File: config.mk
export PLATFORM = sky130hd
export DESIGN_NAME = ekw_watchdog
export DESIGN_NICKNAME = d
export VERILOG_FILES = /design/src/hdl/ekw_pkg.sv /design/src/hdl/ekw_sync.sv /design/src/hdl/ekw_watchdog.sv
export SDC_FILE = /design/constraint.sdc
export NUM_CORES = 1
export LEC_CHECK = 0
export BUFFER_PORTS_ARGS = -buffer_cell sky130_fd_sc_hd__buf_2
export CORE_UTILIZATION = 45
export CTS_BUF_LIST = sky130_fd_sc_hd__clkbuf_4 sky130_fd_sc_hd__clkbuf_8
export DETAILED_ROUTE_END_ITERATION = 8
export PLACE_DENSITY = 0.64
export SLEW_MARGIN = 10
export SYNTH_ARGS = -nofsm -noshare
export SYNTH_HDL_FRONTEND = slang
export SYNTH_HIERARCHICAL = 1
export SYNTH_SLANG_ARGS = --single-unit
File: constraint.sdc
create_clock -name clk_sys -period 2.3 [get_ports clk_sys]
set_clock_uncertainty 0.15 [all_clocks]
set_input_delay 0.115 -clock clk_sys [delete_from_list [all_inputs] [get_ports clk_sys]]
set_output_delay 0.115 -clock clk_sys [all_outputs]
set_load 0.005 [all_outputs]
File: src/hdl/ekw_pkg.sv
// Constants and shared types for the edge kicked watchdog
package ekw_pkg;

  // System clock rate
  localparam int unsigned CLK_HZ         = 25_000_000;
  localparam int unsigned CLK_PER_US     = CLK_HZ / 1_000_000;

  // Nominal watchdog timeout, in microseconds
  localparam int unsigned TIMEOUT_US     = 1_600_000;
  // Nominal timeout in clock cycles
  localparam int unsigned TIMEOUT_CYC    = TIMEOUT_US * CLK_PER_US;

  // Least fault pulse period, in microseconds
  localparam int unsigned PULSE_US       = 140_000;
  // In cycles; microsecond scaling keeps the product inside 32 bits
  localparam int unsigned PULSE_CYC      = PULSE_US * CLK_PER_US;

  // Self-service driver goes high for the last eighth of the timeout
  localparam int unsigned SELF_NUM       = 7;
  localparam int unsigned SELF_DEN       = 8;

  // Counter widths, wide enough for the default counts
  localparam int unsigned TIMER_W        = 26;
  localparam int unsigned PULSE_W        = 22;

  // Reset values
  localparam logic        FAULT_N_RST    = 1'b0;
  localparam logic        KICK_DRV_RST   = 1'b0;
  localparam logic        SYNC_RST       = 1'b0;

  // Gray coded states: lockout -> pulse -> count -> pulse ...
  typedef enum logic [1:0] {
    EKW_ST_LOCKOUT = 2'h0,
    EKW_ST_PULSE   = 2'h1,
    EKW_ST_COUNT   = 2'h3
  } ekw_state_type;

  // Why the fault output is low
  typedef enum logic [1:0] {
    EKW_CAUSE_NONE    = 2'h0,
    EKW_CAUSE_LOCKOUT = 2'h1,
    EKW_CAUSE_TIMEOUT = 2'h2
  } ekw_cause_type;

endpackage

File: src/hdl/ekw_sync.sv
// Two-flop synchroniser with level and edge detection
`timescale 1ns/1ns

module ekw_sync (
  input  wire logic clk_sys,
  input  wire logic arst_n,
  input  wire logic async_in,
  output logic      level,
  output logic      any_edge,
  output logic      rise,
  output logic      fall
);

  typedef struct packed {
    logic meta;
    logic sync;
    logic prev;
  } ekw_sync_regs_type;

  localparam ekw_sync_regs_type SYNC_RESET = '{
    meta: ekw_pkg::SYNC_RST,
    sync: ekw_pkg::SYNC_RST,
    prev: ekw_pkg::SYNC_RST
  };

  ekw_sync_regs_type r_q;
  ekw_sync_regs_type r_d;

  always_comb begin
    r_d      = r_q;
    r_d.meta = async_in;
    // Only the second flop reads the first one
    r_d.sync = r_q.meta;
    r_d.prev = r_q.sync;
  end

  always_ff @(posedge clk_sys or negedge arst_n) begin
    if (!arst_n) begin
      r_q <= SYNC_RESET;
    end else begin
      r_q <= r_d;
    end
  end

  assign level    = r_q.sync;
  assign any_edge = r_q.sync ^ r_q.prev;
  assign rise     = r_q.sync & ~r_q.prev;
  assign fall     = ~r_q.sync & r_q.prev;

endmodule

File: src/hdl/ekw_watchdog.sv
// Edge kicked watchdog with self-servicing kick driver
`timescale 1ns/1ns

// What this block does
// [RQ1] On timer expiry the fault output goes low for at least the pulse period.
// [RQ2] Fault stays low during supply-low lockout and one pulse period after.
// [RQ3] A kick input held at one level past the timeout lets the timer expire.
// [RQ4] Every kick edge, and every fault pulse, clears the watchdog timer.
// [RQ5] The nominal timeout is 1.6 s without a kick edge.
// [RQ6] Kick pulses of 50 ns or wider count as valid service events.
// [RQ7] While the fault output is low the timer is held at zero.
// [RQ8] The timer restarts from zero the moment the fault output is released.
// [RQ9] The kick pin is weakly driven low for 7/8 of the timeout, high after.
// [RQ10] With the pin open the self-service clears the timer about every 1.4 s.
// [RQ11] Leaving the kick pin floating in effect disables the watchdog.
// [RQ12] The processor should keep the pin low and pulse it once per 7/8 period.
// [RQ13] The processor should set and clear the pin at separate program points.
// [RQ14] Times are cycle counts; the kick pin is synchronised and edge detected.
module ekw_watchdog #(
  parameter int unsigned TIMEOUT_CYC = ekw_pkg::TIMEOUT_CYC,
  parameter int unsigned PULSE_CYC   = ekw_pkg::PULSE_CYC
) (
  input  wire logic        clk_sys,
  input  wire logic        arst_n,
  input  wire logic        kick_input_in,
  output logic             kick_input_out,
  output logic             kick_input_oe,
  input  wire logic        supply_low_lockout,
  output logic             fault_pulse_n,
  output logic [1:0]       fault_cause,
  output logic             timeout_event,
  output logic             kick_event
);

  // Threshold at which the self-service driver turns high
  localparam int unsigned SELF_CYC =
    (TIMEOUT_CYC / ekw_pkg::SELF_DEN) * ekw_pkg::SELF_NUM;

  // Counter end points, cut to the counter widths
  localparam logic [ekw_pkg::TIMER_W-1:0] TIMER_LAST =
    ekw_pkg::TIMER_W'(TIMEOUT_CYC - 1);
  localparam logic [ekw_pkg::TIMER_W-1:0] TIMER_SELF =
    ekw_pkg::TIMER_W'(SELF_CYC);
  localparam logic [ekw_pkg::PULSE_W-1:0] PULSE_LAST =
    ekw_pkg::PULSE_W'(PULSE_CYC - 1);
  localparam logic [ekw_pkg::TIMER_W-1:0] TIMER_ONE  =
    ekw_pkg::TIMER_W'(1);
  localparam logic [ekw_pkg::PULSE_W-1:0] PULSE_ONE  =
    ekw_pkg::PULSE_W'(1);

  // Whole state of the block but the synchroniser flops, registered in one place
  typedef struct packed {
    ekw_pkg::ekw_state_type       state;
    logic [ekw_pkg::TIMER_W-1:0]  timer;
    logic [ekw_pkg::PULSE_W-1:0]  pulse;
    logic                         fault_n;
    logic                         kick_drv;
    ekw_pkg::ekw_cause_type       cause;
    logic                         timeout_ev;
    logic                         kick_ev;
  } ekw_regs_type;

  // Reset behaves as a power-up: a full pulse period before release
  localparam ekw_regs_type REGS_RESET = '{
    state:      ekw_pkg::EKW_ST_PULSE,
    timer:      '0,
    pulse:      '0,
    fault_n:    ekw_pkg::FAULT_N_RST,
    kick_drv:   ekw_pkg::KICK_DRV_RST,
    cause:      ekw_pkg::EKW_CAUSE_LOCKOUT,
    timeout_ev: 1'b0,
    kick_ev:    1'b0
  };

  ekw_regs_type r_q;
  ekw_regs_type r_d;

  logic                        kick_edge;
  logic                        lockout_sync;
  logic                        counting;
  logic                        kick_seen;
  logic                        timer_last;
  logic                        pulse_last;
  logic [ekw_pkg::TIMER_W-1:0] timer_next;
  logic [ekw_pkg::PULSE_W-1:0] pulse_next;

  // [RQ14] Kick pin synchroniser
  // [RQ6] Any pulse wider than one clock period is sampled at least once
  // Two flops cost two cycles of kick latency, far inside the timeout
  ekw_sync u_kick_sync (
    .clk_sys  (clk_sys),
    .arst_n   (arst_n),
    .async_in (kick_input_in),
    .level    (),
    .any_edge (kick_edge),
    .rise     (),
    .fall     ()
  );

  // Lockout comes from an analog detector, so it is synchronised too
  ekw_sync u_lockout_sync (
    .clk_sys  (clk_sys),
    .arst_n   (arst_n),
    .async_in (supply_low_lockout),
    .level    (lockout_sync),
    .any_edge (),
    .rise     (),
    .fall     ()
  );

  // Only the counting state has the fault output released
  assign counting   = (r_q.state == ekw_pkg::EKW_ST_COUNT);
  // [RQ7] Edges during a fault pulse or lockout are not service events
  assign kick_seen  = kick_edge & counting;
  // [RQ5] Last count of the timeout period
  assign timer_last = (r_q.timer == TIMER_LAST);
  // [RQ1] Last cycle of the fault pulse
  assign pulse_last = (r_q.pulse == PULSE_LAST);
  // Neither counter wraps: each is cleared before its increment overflows
  assign timer_next = r_q.timer + TIMER_ONE;
  assign pulse_next = r_q.pulse + PULSE_ONE;

  always_comb begin
    r_d            = r_q;
    r_d.timeout_ev = 1'b0;
    r_d.kick_ev    = 1'b0;

    // One case over the state; the self-service level follows it
    case (r_q.state)
      ekw_pkg::EKW_ST_LOCKOUT: begin
        // [RQ2] Held low for the whole lockout
        // Kick edges are dropped; the timer restarts only after the pulse
        r_d.fault_n = 1'b0;
        r_d.cause   = ekw_pkg::EKW_CAUSE_LOCKOUT;
        r_d.timer   = '0;
        r_d.pulse   = '0;
        if (!lockout_sync) begin
          r_d.state = ekw_pkg::EKW_ST_PULSE;
        end
      end

      ekw_pkg::EKW_ST_PULSE: begin
        // [RQ7] Timer held at zero while the fault is asserted
        r_d.timer   = '0;
        r_d.fault_n = 1'b0;
        if (lockout_sync) begin
          // [RQ2] Lockout restarts the whole pulse after it ends
          r_d.state = ekw_pkg::EKW_ST_LOCKOUT;
          r_d.cause = ekw_pkg::EKW_CAUSE_LOCKOUT;
          r_d.pulse = '0;
        end else if (pulse_last) begin
          // [RQ8] Release and count from zero at once
          r_d.state   = ekw_pkg::EKW_ST_COUNT;
          r_d.fault_n = 1'b1;
          r_d.cause   = ekw_pkg::EKW_CAUSE_NONE;
          r_d.pulse   = '0;
        end else begin
          // [RQ1] Fault pulse lasts the pulse period
          r_d.pulse = pulse_next;
        end
      end

      ekw_pkg::EKW_ST_COUNT: begin
        r_d.fault_n = 1'b1;
        r_d.pulse   = '0;
        // [RQ2] Lockout wins over a kick in the same cycle
        if (lockout_sync) begin
          r_d.state   = ekw_pkg::EKW_ST_LOCKOUT;
          r_d.fault_n = 1'b0;
          r_d.cause   = ekw_pkg::EKW_CAUSE_LOCKOUT;
          r_d.timer   = '0;
        end else if (kick_seen) begin
          // [RQ4] Either edge clears the timer, even at the last count
          r_d.timer   = '0;
          r_d.kick_ev = 1'b1;
        end else if (timer_last) begin
          // [RQ3] [RQ5] No edge within the timeout: start a fault pulse
          // [RQ4] Pulse entry clears the timer
          r_d.state      = ekw_pkg::EKW_ST_PULSE;
          r_d.fault_n    = 1'b0;
          r_d.cause      = ekw_pkg::EKW_CAUSE_TIMEOUT;
          r_d.timer      = '0;
          r_d.timeout_ev = 1'b1;
        end else begin
          r_d.timer = timer_next;
        end
      end

      default: begin
        r_d = REGS_RESET;
      end
    endcase

    // [RQ9] Self-service level follows the counter chain
    // [RQ10] [RQ11] An open pin sees its own edge at 7/8 and is cleared
    // Taken from the next timer so pin and count change on the same edge
    if (r_d.state == ekw_pkg::EKW_ST_COUNT && r_d.timer >= TIMER_SELF) begin
      r_d.kick_drv = 1'b1;
    end else begin
      r_d.kick_drv = 1'b0;
    end
  end

  // Asynchronous reset puts the block into its power-up pulse
  always_ff @(posedge clk_sys or negedge arst_n) begin
    if (!arst_n) begin
      r_q <= REGS_RESET;
    end else begin
      r_q <= r_d;
    end
  end

  // All outputs but the enable come straight from the state flops
  // Weak driver is always on; a real external driver overrides it
  assign kick_input_oe  = 1'b1;
  assign kick_input_out = r_q.kick_drv;
  assign fault_pulse_n  = r_q.fault_n;
  assign fault_cause    = r_q.cause;
  assign timeout_event  = r_q.timeout_ev;
  assign kick_event     = r_q.kick_ev;

endmodule

==> metrics.csv <==
stage,metric,value,unit
finish,"commonest non-fill, non-tap cell in the layout",dfrtp_1,
critical_path,CP max-delay cell,nor4_4,
grt,vias in the first global route,2461,
placement,Port Buffers,9,
timing,Tightest Pin Transition,748,ps
cts,Root Buffer,clkbuf_8,
route,Vias/cell,5.30,
placement,Post-DP HPWL,4710,um
floorplanning,Die H,86.8,um
worst_hold_path,worst hold path class,flop to flop,
critical_path,Crit. End Element,flop,
timing,worst hold slack,203,ps
critical_path,Setup crit start,r_q[41],
cts,clk slew on worst S/H paths,70,ps
power_and_ir_drop,Int Power,1630,uW
route,drt total wl,6690,um
cts,Post-CTS Setup Bufs,0,
power_and_ir_drop,Comb power frac,0.023,
floorplanning,Cell Rows,30,
route,Iter 0 DRT Violations,182,
timing,final setup fails,0,
cts,Clock Latency Late Sink,350,ps
power_and_ir_drop,power share of the clock group,0.467,
grt,largest net degree at the start of global routing,62,
critical_path,CP required,2360,ps
floorplanning,die area,7540,um^2
critical_path,worst r2r src,r_q[41],
grt,All-Layer GR Usage,0.206,
cts,CTS buffer count,9,
timing,fin crit share,0.966,
yosys,Syn Area/Cell,9.97,um^2
critical_path,crit-path max FO,6,
route,DRC viols,0,
yosys,Synthesis Warnings,6,
finish,fraction of layout cells with a size suffix above 1,0.220,
critical_path,worst path cell trace,"nand4_1, nor4_4, nand4_1, a21bo_2, a211oi_2, o22ai_2",
status,status,"finished, final reports clean",
worst_hold_path,Hold Startpoint,u_lockout_sync/r_d[1],
critical_path,CP most frequent cell,nand4_1,
route,Vias,2437,
grt,GRT met3 Usage,0.0476,
timing,Rel. slew slack,0.501,
finish,Sequential Area,1530,um^2
cts,Clock Path Buffers,2,
placement,DP Area,3490,um^2
power_and_ir_drop,leak pwr,0.00161,uW
cts,CTS tree,done,
run,Max Cap Viol,0,
timing,Final min period,2220,ps
critical_path,type of origin of the critical path,flop,
floorplanning,I/O Pins,11,
power_and_ir_drop,pwr dens,565,nW/um^2
finish,Layout Nets,366,
power_and_ir_drop,Switching Share,0.234,
power_and_ir_drop,peak supply drop,0.278,mV
route,WL per Instance,14.5,um
timing,maximum clock rate,450,MHz
yosys,Post-Synthesis Cell Area,3240,um^2
placement,RePlAce Congestion,0.881,
finish,ant diodes,0,
finish,"commonest non-fill, non-tap cells in the layout","dfrtp_1, nor2_1, buf_4",
critical_path,crit path DAT,2290,ps
cts,CTS sink cnt,61,
finish,Fill cells,625,
grt,total grt overflow,0,
timing,"Slew Viols, Final",0,
grt,antenna violations before repair,0,
critical_path,Setup Crit Path Kind,flop to flop,
yosys,Mapped Nets,332,
floorplanning,DIE WIDTH,86.8,um
floorplanning,Initial Utilization,0.472,
finish,post-layout util,0.548,
yosys,Post-Synthesis Cells,325,
grt,GRT met1 Usage,0.288,
grt,most used routing layer,met2,
finish,P&R area growth vs syn,16.1,%
route,Final ANT Viol Nets,0,
critical_path,Worst path max stage delay,480,ps
grt,met2 usage,0.304,
floorplanning,core area,6870,um^2
timing,Fin Setup TNS,0,ps
finish,multi-input logic area,1590,um^2
timing,Final Hold Viols,0,
finish,cell area after layout,3760,um^2
power_and_ir_drop,P_sw,498,uW
power_and_ir_drop,part of the power in registers,0.510,
grt,first-pass GRT wire length,11800,um
route,Pre-antenna DRT Iters,4,
cts,H-tree depth,3,
sequential cells by signal (all words and copies together), names as in the netlist:
register	count
u_kick_sync/level	1
timeout_event	1
kick_input_out	1
u_lockout_sync/level	1
r_q	50
u_lockout_sync/r_d	1
u_kick_sync/r_d	1
fault_cause	2
kick_event	1
fault_pulse_n	1
u_kick_sync/r_q	1
through the flow:
step	instances	worst slack [ps]	total power, uW
after global routing	460	-7.38	2200
after global placement	441	-127	1150
after CTS	460	23.2	2150
after detailed placement	441	-111	1150
after floorplan	325	224	1120
final	460	78.7	2130
final timing paths:
path / endpoint / slack, ps / cells past startpoint
min in group asynchronous: u_kick_sync/r_d[1] / 310 / 3
worst min register to register: u_lockout_sync/level / 200 / 0
worst min-delay path: u_lockout_sync/level / 200 / 0
worst max-delay path: kick_input_out / 80 / 6
worst max register to register: kick_input_out / 80 / 6
max in group asynchronous: r_q[39] / 1160 / 3
power groups by stage:
stage / sequential [uW] / clock [uW] / combinational (uW)
after floorplan: 1100 / 0 / 16.9
after global placement: 1100 / 0 / 46.5
after detailed placement: 1100 / 0 / 47.7
after CTS: 1080 / 1020 / 52.1
after global routing: 1080 / 1060 / 56.9
final: 1080 / 993 / 49.7
per-layer routing:
metal	vias up	routed length, um
li1	1203	-
met1	1191	3380
met2	33	2970
met3	10	205
met4	0	137
met5	-	0
timing repair:
item,in CTS,in global routing
pin swaps,0,1
setup endpoints to repair,22,23
gates cloned,0,0
hold buffers,3,0
gates resized for setup,4,7
hold endpoints to repair,61,0
area by class of cell:
type	count	area share
timing repair buffer	37	0.0732
multi-input combinational	241	0.424
inverter	9	0.00898
clock inverter	6	0.0186
tap	96	0.0319
clock buffer	10	0.0366
sequential	61	0.407
critical path: cells and delay by family (launching register included):
family / cells / cell delay, ps
DFF: 1 / 470
AOI/OAI and AO/OA: 3 / 640
and+or+nand+nor: 3 / 830
Note: power is estimated with default switching activity, not from simulation.
